===== src/common/uart_rx_flags_map.svh =====
/*
 Register offsets, bit positions and reset values of the receive flag block.
 Assumes byte addressing on a 32-bit APB bus, one aligned word per register.
*/
`ifndef UART_RX_FLAGS_MAP_SVH
`define UART_RX_FLAGS_MAP_SVH

// ===========================================================
// Register byte offsets
`define RLC_OFS      8'h00
`define RHB_OFS      8'h04
`define CTRL_OFS     8'h08
`define IRQ_STAT_OFS 8'h0C
`define IRQ_EN_OFS   8'h10
`define IRQ_CLR_OFS  8'h14

// ===========================================================
// Field positions
`define PENDING_BIT  0
`define OVERRUN_BIT  1
`define FIFO_EN_BIT  0
`define EV_DATA_BIT  0
`define EV_OVR_BIT   1

// ===========================================================
// Reset values
`define CTRL_RST     1'h0
`define IRQ_RST      2'h0
`define PRDATA_RST   32'h0000_0000

`endif


===== src/common/uart_rx_flags_pkg.sv =====
/*
 Types shared by the receive flag block.
 Assumes the map header supplies all numeric constants.
*/
package uart_rx_flags_pkg;

	// ===========================================================
	// Bus word and event vector
	typedef logic [31:0] apb_word_t;
	typedef logic [1:0]  rx_event_t;

endpackage


===== src/hdl/uart_rx_overrun_ready_flags.sv =====
/*
 Receive line-condition flags (data pending and overrun) of one serial channel,
 with an APB register slave and a level interrupt.
 Assumes the receive shifter and FIFO run on pclk and drive their strobes
 synchronously; the FIFO shows its head word while not empty.
*/
// Chosen here: the address map and the APB interface to the registers.
// Summary of operation
// - Without FIFO, a character loaded over an unread one raises overrun.
// - Without FIFO, the new character always replaces the held one.
// - A host read of the receive line condition register clears overrun.
// - With FIFO, overrun comes only from a full FIFO plus a finished character.
// - With FIFO, a character finished while the FIFO is full is never pushed.
// - Overrun is set at the stop-bit time of the offending character.
// - Overrun is zero after reset and until an overrun occurs.
// - Data pending goes to one once a character sits in the buffer or FIFO.
// - Data pending drops only when the buffer or the whole FIFO is read out, or when a CTRL write changes the mode.
// - Data pending is zero after reset and while nothing waits.

`include "uart_rx_flags_map.svh"

module uart_rx_overrun_ready_flags #(
	parameter int ADDR_W = 8,
	parameter int DATA_W = 8
) (
	// Clock and reset
	input  wire logic              pclk,
	input  wire logic              presetn,
	// APB slave
	input  wire logic [ADDR_W-1:0] paddr,
	input  wire logic              psel,
	input  wire logic              penable,
	input  wire logic              pwrite,
	input  wire logic [31:0]       pwdata,
	output logic [31:0]            prdata,
	output logic                   pready,
	output logic                   pslverr,
	// Receive shifter
	input  wire logic              rx_char_stop,
	input  wire logic [DATA_W-1:0] rx_char_data,
	// Receive FIFO
	input  wire logic              rx_fifo_full,
	input  wire logic              rx_fifo_empty,
	input  wire logic [DATA_W-1:0] rx_fifo_data,
	output logic                   rx_fifo_push,
	output logic                   rx_fifo_pop,
	output logic                   rx_fifo_enable,
	// Interrupt
	output logic                   irq
);

	// ===========================================================
	// Elaboration checks
	if (ADDR_W < 8 || ADDR_W > 32)
	begin : g_bad_addr
		$error("ADDR_W must lie between 8 and 32");
	end
	if (DATA_W < 5 || DATA_W > 8)
	begin : g_bad_data
		$error("DATA_W must lie between 5 and 8");
	end

	// ===========================================================
	// State
	logic                        fifo_mode;
	logic                        overrun;
	logic                        holding_full;
	logic [DATA_W-1:0]           receive_holding_buffer;
	uart_rx_flags_pkg::rx_event_t irq_status;
	uart_rx_flags_pkg::rx_event_t irq_enable;
	logic                        rx_pending_flag;
	logic [7:0]                  receive_line_condition;
	uart_rx_flags_pkg::rx_event_t events;

	// ===========================================================
	// Bus phase decode
	wire setup_ph  = psel & ~penable;
	wire access_ph = psel & penable;
	wire wr_acc    = access_ph & pwrite;
	wire rd_acc    = access_ph & ~pwrite;

	// Address match, full width so aliases stay unmapped
	wire sel_rlc   = paddr == ADDR_W'(`RLC_OFS);
	wire sel_rhb   = paddr == ADDR_W'(`RHB_OFS);
	wire sel_ctrl  = paddr == ADDR_W'(`CTRL_OFS);
	wire sel_stat  = paddr == ADDR_W'(`IRQ_STAT_OFS);
	wire sel_en    = paddr == ADDR_W'(`IRQ_EN_OFS);
	wire sel_clr   = paddr == ADDR_W'(`IRQ_CLR_OFS);
	wire mapped    = sel_rlc | sel_rhb | sel_ctrl | sel_stat | sel_en | sel_clr;

	// Side-effect strobes, all taken at the access edge
	wire rlc_rd    = rd_acc & sel_rlc;
	wire rhb_rd    = rd_acc & sel_rhb;
	wire ctrl_wr   = wr_acc & sel_ctrl;
	wire en_wr     = wr_acc & sel_en;
	wire clr_wr    = wr_acc & sel_clr;

	// Zero-wait slave; unmapped access answers with an error
	assign pready  = 1'b1;
	assign pslverr = access_ph & ~mapped;

	// ===========================================================
	// Receive path steering
	// Without FIFO every finished character lands in the buffer
	wire load_hold = rx_char_stop & ~fifo_mode;
	wire hold_rd   = rhb_rd & ~fifo_mode;

	// A read in the same cycle takes the old word, so no loss
	wire ovr_buf   = load_hold & holding_full & ~hold_rd;
	// Passing the trigger level is not an overrun, only a full FIFO is
	wire ovr_fifo  = rx_char_stop & fifo_mode & rx_fifo_full;
	wire ovr_set   = ovr_buf | ovr_fifo;

	// The finished character is dropped instead of pushed when full
	assign rx_fifo_push   = rx_char_stop & fifo_mode & ~rx_fifo_full;
	assign rx_fifo_pop    = rhb_rd & fifo_mode & ~rx_fifo_empty;
	assign rx_fifo_enable = fifo_mode;

	// Set wins over clear so an overrun in the read cycle survives
	wire next_overrun      = ovr_set | (overrun & ~rlc_rd);
	wire next_holding_full = load_hold | (holding_full & ~hold_rd);

	// Pending follows the buffer or the FIFO occupancy
	assign rx_pending_flag = fifo_mode ? ~rx_fifo_empty : holding_full;

	// ===========================================================
	// Line condition word, reserved bits read zero
	always_comb
	begin
		receive_line_condition = 8'h00;
		receive_line_condition[`PENDING_BIT] = rx_pending_flag;
		receive_line_condition[`OVERRUN_BIT] = overrun;
	end

	// Event vector for the interrupt status
	always_comb
	begin
		events = `IRQ_RST;
		events[`EV_DATA_BIT] = load_hold | rx_fifo_push;
		events[`EV_OVR_BIT]  = ovr_set;
	end

	// ===========================================================
	// Interrupt logic
	wire [1:0] clr_mask    = clr_wr ? pwdata[1:0] : 2'h0;
	wire [1:0] next_status = events | (irq_status & ~clr_mask);
	assign irq = |(irq_status & irq_enable);

	// ===========================================================
	// Read data selection
	wire [31:0] rd_char = {{(32 - DATA_W){1'b0}},
		fifo_mode ? rx_fifo_data : receive_holding_buffer};
	wire [31:0] rd_mux =
		sel_rlc  ? {24'h00_0000, receive_line_condition} :
		sel_rhb  ? rd_char :
		sel_ctrl ? {31'h0000_0000, fifo_mode} :
		sel_stat ? {30'h0000_0000, irq_status} :
		sel_en   ? {30'h0000_0000, irq_enable} :
		`PRDATA_RST;

	// ===========================================================
	// Flag registers
	// Writes to the line condition offset have no path here
	always_ff @(posedge pclk or negedge presetn)
	begin
		if (!presetn)
		begin
			overrun      <= 1'b0;
			holding_full <= 1'b0;
		end
		else
		begin
			overrun      <= next_overrun;
			holding_full <= next_holding_full;
		end
	end

	// Buffer word, overwritten even if unread
	always_ff @(posedge pclk or negedge presetn)
	begin
		if (!presetn)
			receive_holding_buffer <= '0;
		else if (load_hold)
			receive_holding_buffer <= rx_char_data;
	end

	// Control and interrupt registers
	always_ff @(posedge pclk or negedge presetn)
	begin
		if (!presetn)
		begin
			fifo_mode  <= `CTRL_RST;
			irq_enable <= `IRQ_RST;
			irq_status <= `IRQ_RST;
		end
		else
		begin
			if (ctrl_wr)
				fifo_mode <= pwdata[`FIFO_EN_BIT];
			if (en_wr)
				irq_enable <= pwdata[1:0];
			irq_status <= next_status;
		end
	end

	// Read data captured in the setup cycle, held through access
	always_ff @(posedge pclk or negedge presetn)
	begin
		if (!presetn)
			prdata <= `PRDATA_RST;
		else if (setup_ph & ~pwrite)
			prdata <= rd_mux;
	end
endmodule


===== config.mk =====
export PLATFORM = sky130hd
export DESIGN_NAME = uart_rx_overrun_ready_flags
export DESIGN_NICKNAME = d
export VERILOG_FILES = /design/src/common/uart_rx_flags_pkg.sv /design/src/hdl/uart_rx_overrun_ready_flags.sv
export VERILOG_INCLUDE_DIRS = /design/src /design/src/common
export SDC_FILE = /design/constraint.sdc
export NUM_CORES = 1
export LEC_CHECK = 0
export ABC_CLOCK_PERIOD_IN_PS = 3700
export BUFFER_PORTS_ARGS = -buffer_cell sky130_fd_sc_hd__buf_2
export CORE_ASPECT_RATIO = 1.25
export CORE_MARGIN = 3
export CORE_UTILIZATION = 42
export CTS_BUF_LIST = sky130_fd_sc_hd__clkbuf_4 sky130_fd_sc_hd__clkbuf_8
export DETAILED_ROUTE_END_ITERATION = 16
export PLACE_DENSITY_LB_ADDON = 0.2
export SLEW_MARGIN = 10
export SYNTH_ARGS = -nofsm -noshare
export SYNTH_HDL_FRONTEND = slang
export SYNTH_SLANG_ARGS = --single-unit
export TNS_END_PERCENT = 100

===== constraint.sdc =====
create_clock -name pclk -period 3.7 [get_ports pclk]
set_clock_uncertainty 0.2 [all_clocks]
set_input_delay 0.74 -clock pclk [delete_from_list [all_inputs] [get_ports pclk]]
set_output_delay 0.74 -clock pclk [all_outputs]
set_load 0.01 [all_outputs]

==> results.py, run 1 <==
metrics = {
    "yosys": {
        "synth.largest_area_cell": "dfrtp_1",
        "synthMostInstantiatedCell": "buf_4",
        "ys_ff_latch": 23,
        "syn_area_um2": 1420,
        "netlist_top_cells_area": "dfrtp_1 (41%), buf_4 (13%), mux2_2 (8.7%), mux2i_1 (6.3%), nand2_1 (4.2%)",
        "synthTopCellsByCount": "buf_4 (25), dfrtp_1 (23), nand2_1 (16)",
        "synth_warnings": 0,
        "syn_avg_cell_area_um2": 10.1,
        "synth_edf_count": 0,
        "ys.flop_type": "dfrtp_1",
        "synthArstFlopShare_pct": 100,
        "synth_top_area_share_pct": 40.5,
        "seq_area_frac_synth_pct": 40.5,
        "ys_types": 36,
        "synthCells": 141,
    },
    "worst_setup_path": {
        "endpoint": "rx_fifo_pop",
        "r2r_slack_ns": 1.60,
        "timing.rr.end": "receive_holding_buffer[4]",
        "arrival_ns": 2.10,
        "rr_startpoint": "rx_fifo_enable",
        "critPathRequiredTime_ns": 2.76,
        "rr_worst_depth": 2,
        "worstSetupPathType": "in -> out",
        "end_kind": "primary output",
        "cp_max_fo": 5,
        "crit_start": "paddr[0]",
        "start_kind": "input pin",
    },
    "power": {
        "sequentialPowerShare_pct": 53.0,
        "p_per_area_nw_per_um2": 312,
        "leakage_nw": 0.770,
        "p_int_mw": 0.377,
        "ir_worst_vdd_uv": 223,
        "p_clk_share_pct": 31.7,
        "p_sw_share_pct": 25.1,
        "p_comb_share_pct": 15.3,
        "switchingPower_mw": 0.126,
    },
    "clocking": {
        "cts_sinks": 23,
        "cts_resized": 0,
        "cts_hold_buf": 0,
        "cts_buffer_depth": 2,
        "cts-root-buf": "clkbuf_8",
        "clk_latency_ns": 0.26,
        "cts.reportedPaths.clkPinSlew_ns": 0.08,
        "cts_buffers": 3,
        "h-tree-depth": 1,
        "post_cts_buffers": 0,
        "cts_tree": "yes",
    },
    "global_route": {
        "overflow": 0,
        "grt_pass1_vias": 1066,
        "antenna_found_initial": 0,
        "grtUsageTotal_pct": 14.8,
        "grt_pass1_wl_um": 4740,
        "grt_start_max_net_pins": 24,
    },
    "drt": {
        "wire_per_inst_um": 13.5,
        "drt_iter0_drc": 21,
        "drt-total-wl_um": 2960,
        "vias": 1089,
        "ant_nets": 0,
        "first_pass_iters": 4,
        "drc": 0,
        "viasPerCell": 4.95,
    },
    "sta": {
        "hold_viol": 0,
        "slew_viol_final": 0,
        "fin_crit_ns": 3.04,
        "timing.final.crit_share_pct": 82.1,
        "fin_tns_setup_ns": 0,
        "fmax_ghz": 0.329,
        "slew-limit-headroom_pct": 46.4,
        "rsz0062_at_grt": "no",
        "timing.final.ws_setup_ns": 0.662,
        "worstMarginPinSlew_ns": 0.803,
        "finalSetupViolCount": 0,
    },
    "min_path": {
        "hold_path.class": "in -> async",
    },
    "floorplan": {
        "ioPinCount": 102,
        "coreArea_um2": 3220,
        "row_count": 23,
        "die_y_um": 71.0,
        "start_util_pct": 44.1,
        "dieArea_um2": 4120,
        "die_x_um": 58.0,
    },
    "placement": {
        "place.gp.congestion": 0.883,
        "placed_cells": 216,
        "io_buffer_count": 46,
        "dp_slack_ns": 0.659,
        "dp_hpwl_um": 2380,
        "placed_area_um2": 1560,
    },
    "cells_and_area": {
        "finalInstanceArea_um2": 1610,
        "n_antenna_cell": 0,
        "num-nets-final": 248,
        "finalNonFillerCells": 220,
        "synthToLayoutAreaGrowth_pct": 13.6,
        "layout-drive-gt1-share_pct": 37.2,
    },
    "run_status": {
        "status": "complete, no violations",
    },
    "job": {
        "cap_viol_max_count": 0,
    },
}
## metrics by stage
step	utilization, %	hold slack (ns)	total power [mW]
4_1_cts	50.0	0.261	0.510
2_1_floorplan	-	0.244	0.335
5_1_grt	50.0	0.278	0.531
3_3_place_gp	48.5	0.261	0.346
3_5_place_dp	48.5	0.273	0.349
6_report	50.0	0.247	0.503
## critical path: stages
cell	delay, ns
buf_2	0.09
or4_4	0.56
or2_4	0.29
nor2_1	0.10
and4b_1	0.19
buf_2	0.13
## power groups by stage
stage / sequential (mW) / clock, mW / combinational, mW
CTS: 0.267 / 0.166 / 0.0773
floorplan: 0.270 / 0 / 0.0656
finish: 0.267 / 0.160 / 0.0770
detailed placement: 0.272 / 0 / 0.0767
global route: 0.269 / 0.176 / 0.0858
global placement: 0.271 / 0 / 0.0751
## cell type report
class,count,area [um2]
Tap cell,37,46.3
Clock buffer,4,48.8
Sequential cell,23,576
Multi-Input combinational cell,109,708
Timing Repair Buffer,46,230
Inverter,1,3.75
Fill cell,330,1610
## worst min path at each step
| stage | from | endpoint | depth (start not counted) |
|---|---|---|---|
| floorplan | presetn | holding_full | 0 |
| global route | presetn | prdata[1] | 1 |
| finish | presetn | irq_enable[0] | 1 |
| detailed placement | prdata[1] | prdata[1] | 2 |
| global placement | prdata[7] | prdata[7] | 2 |
| CTS | presetn | irq_enable[0] | 1 |
## per-layer routing
layer,global-route usage [%],wire length (um),vias to the layer above
li1,-,-,530
met5,0,0,-
met2,25.4,1540,48
met4,6.44,38,0
met1,18.2,1190,507
met3,1.82,193,4
## flip-flops by register name (all words and copies together) (netlist names)
signal / cells
prdata: 8
receive_holding_buffer: 8
irq_enable: 2
irq_status: 2
holding_full: 1
overrun: 1
rx_fifo_enable: 1
## cells in the final DEF (no fill, tap or decap)
| master | count |
|---|---|
| a211o_1 | 1 |
| a21oi_1 | 2 |
| a22o_1 | 1 |
| a2bb2oi_1 | 1 |
| and2_1 | 1 |
| and4b_1 | 1 |
| buf_2 | 46 |
| clkbuf_4 | 1 |
| clkbuf_8 | 3 |
| conb_1 | 25 |
| dfrtp_1 | 23 |
| inv_1 | 1 |
| mux2_2 | 11 |
| mux2i_1 | 9 |
| nand2_1 | 16 |
| nand2b_1 | 3 |
| nand3_1 | 1 |
| nand3b_1 | 1 |
| nor2_1 | 3 |
| nor2b_1 | 4 |
| nor3_1 | 1 |
| nor3b_1 | 1 |
| nor4_1 | 1 |
| nor4_2 | 2 |
| nor4_4 | 1 |
| o21ai_0 | 11 |
| o22ai_1 | 1 |
| o2bb2ai_1 | 1 |
| o311ai_0 | 1 |
| o31ai_1 | 2 |
| o41ai_1 | 2 |
| or2_4 | 1 |
| or3_1 | 1 |
| or3b_2 | 2 |
| or4_4 | 1 |
## cell families after synthesis
group           Yosys count  synth area share [%]
compound gates           23                  10.4
buf+inv                  32                  15.7
flops                    23                  40.5
mux                      20                  15.1
other cells               2                 0.529
simple gates             41                  17.8
Power figures use the tool's default switching activity.
==> inputs of run 2 (changes only) <==
ABC_AREA = 1   (was not set)
ABC_CLOCK_PERIOD_IN_PS = 2500   (was 3700)
CORE_UTILIZATION = 39   (was 42)
clock period = 2.5 ns   (was 3.7 ns; I/O delays follow)
==> results.py, run 2 <==
metrics = {
    "sta": {
        "whs_ns": -0.00321,
        "worstMarginPinSlew_ns": 0.510,
        "rsz0062_at_grt": "no",
        "finalSetupViolCount": 0,
        "fmax_ghz": 0.473,
        "slew_viol_final": 0,
        "timing.final.ws_setup_ns": 0.386,
        "fin_tns_setup_ns": 0,
        "hold_viol": 7,
        "timing.final.crit_share_pct": 84.6,
        "slew-limit-headroom_pct": 66.0,
        "fin_crit_ns": 2.11,
    },
    "yosys": {
        "synth.largest_area_cell": "dfrtp_1",
        "synth_top_area_share_pct": 38.3,
        "netlist_top_cells_area": "dfrtp_1 (38%), nand2_1 (16%), buf_4 (13%), nand3_1 (4.3%), mux2i_1 (4.0%)",
        "synthTopCellsByCount": "nand2_1 (64), buf_4 (26), dfrtp_1 (23)",
        "seq_area_frac_synth_pct": 38.3,
        "synthCells": 200,
        "synth_edf_count": 0,
        "syn_avg_cell_area_um2": 7.51,
        "synthArstFlopShare_pct": 100,
        "ys_ff_latch": 23,
        "ys.flop_type": "dfrtp_1",
        "synthMostInstantiatedCell": "nand2_1",
        "synth_warnings": 0,
        "ys_types": 25,
        "syn_area_um2": 1500,
    },
    "floorplan": {
        "die_y_um": 75.4,
        "coreArea_um2": 3600,
        "dieArea_um2": 4640,
        "row_count": 24,
        "ioPinCount": 102,
        "start_util_pct": 41.7,
        "die_x_um": 61.5,
    },
    "power": {
        "p_clk_share_pct": 30.9,
        "p_total_mw": 0.736,
        "leakage_nw": 1.00,
        "p_comb_share_pct": 15.9,
        "p_per_area_nw_per_um2": 427,
        "sequentialPowerShare_pct": 53.2,
        "p_sw_share_pct": 27.1,
        "switchingPower_mw": 0.199,
        "ir_worst_vdd_uv": 344,
        "p_int_mw": 0.537,
    },
    "run_status": {
        "status": "finished, violations left",
        "violations": "hold timing",
    },
    "cells_and_area": {
        "synthToLayoutAreaGrowth_pct": 14.7,
        "final_cell_mix": "nand2_1 (64), buf_2 (46), conb_1 (25)",
        "n_antenna_cell": 0,
        "num-nets-final": 312,
        "reg_top3": "prdata x8, receive_holding_buffer x8",
        "layout-drive-gt1-share_pct": 27.1,
        "layout_commonest_cell": "nand2_1",
    },
    "drt": {
        "drc": 0,
        "viasPerCell": 4.50,
        "drt-total-wl_um": 3070,
        "drt_iter0_drc": 23,
        "vias": 1287,
        "first_pass_iters": 4,
        "wire_per_inst_um": 10.7,
        "ant_nets": 0,
    },
    "clocking": {
        "clk_latency_ns": 0.26,
        "cts_buffers": 3,
        "cts_resized": 0,
        "cts.reportedPaths.clkPinSlew_ns": 0.08,
        "cts-root-buf": "clkbuf_8",
        "post_cts_buffers": 0,
        "h-tree-depth": 1,
        "cts_sinks": 23,
        "cts_buffer_depth": 2,
        "cts_hold_buf": 0,
        "cts_tree": "yes",
    },
    "global_route": {
        "grt_start_max_net_pins": 24,
        "overflow": 0,
        "antenna_found_initial": 0,
        "grt_pass1_wl_um": 4930,
        "grt_pass1_vias": 1172,
        "grtUsageTotal_pct": 14.0,
    },
    "placement": {
        "dp_slack_ns": 0.379,
        "place.gp.congestion": 0.804,
        "dp_hpwl_um": 2510,
        "io_buffer_count": 46,
    },
    "worst_setup_path": {
        "cp_max_fo": 8,
        "critPathRequiredTime_ns": 1.80,
        "arrival_ns": 1.41,
        "crit_top_cell": "buf_2",
        "path_cells": "buf_2 > inv_1 > nand2_1 > nor2_4 > nand2_4 > nor3_1 > buf_2",
        "start_kind": "input pin",
        "end_kind": "primary output",
        "max_stage_delay_ns": 0.20,
        "cp_slowest_cell": "nor3_1",
        "worstSetupPathType": "in -> out",
    },
    "min_path": {
        "hold_path.class": "in -> async",
    },
    "job": {
        "cap_viol_max_count": 0,
    },
}
==> run 2: layout make-up <==
cell class	count	area, um2
clock buffers	3	41.3
flip-flops and latches	23	576
clock inverters	1	5.00
multi-input cells	152	733
fillers	384	1880
well taps	39	48.8
inverters	20	75.1
repair buffers	48	245
==> run 2: worst paths after layout <==
path,startpoint,to,slack [ns],depth (start not counted)
min reg2reg,receive_holding_buffer[1],receive_holding_buffer[1],0.27,2
min,presetn,receive_holding_buffer[3],-0.003,1
max in group asynchronous,presetn,overrun,1.76,1
min in group pclk,rx_char_data[6],receive_holding_buffer[6],0.23,3
max,paddr[0],rx_fifo_pop,0.39,7
max reg2reg,rx_fifo_enable,receive_holding_buffer[5],0.81,6
==> run 2: per-stage QoR <==
step / instances / hold WS (ns) / utilization, % / cell area (um2)
2_1_floorplan: 223 / 0.00441 / - / 1590
3_3_place_gp: 282 / 0.253 / 46.6 / 1680
3_5_place_dp: 282 / 0.261 / 46.6 / 1680
4_1_cts: 286 / 0.0158 / 47.8 / 1720
5_1_grt: 286 / 0.0377 / 47.8 / 1720
6_report: 286 / -0.00321 / 47.8 / 1720
==> run 2: logic make-up (layout without fill, tap and decap cells) <==
logic type	Yosys count	after routing	share of synthesized area [%]
simple gates	106	106	31.9
buf+inv	48	72	18.7
flops	23	23	38.3
compound gates	15	15	6.66
mux	6	6	4.00
other cells	2	25	0.500
==> run 2: per-layer routing <==
layer | GRT usage, % | wire [um] | up-vias | share of wire, %
met4 | 4.25 | 30 | 0 | 0.98
met3 | 2.03 | 154 | 2 | 5.0
met2 | 25.1 | 1650 | 41 | 54
met5 | 0 | 0 | - | 0
met1 | 16.8 | 1240 | 571 | 40
li1 | - | - | 673 | -
==> run 2: worst max-delay path, delay by kind of cell <==
kind | cells | cell delay, ns
buf+inv | 3 | 0.32
simple gates | 4 | 0.59
==> run 2: power groups by stage <==
stage / sequential, mW / combinational [mW] / clock, mW
floorplan: 0.398 / 0.0989 / 0
global placement: 0.399 / 0.117 / 0
detailed placement: 0.400 / 0.118 / 0
CTS: 0.392 / 0.119 / 0.233
global route: 0.393 / 0.138 / 0.253
finish: 0.392 / 0.117 / 0.227
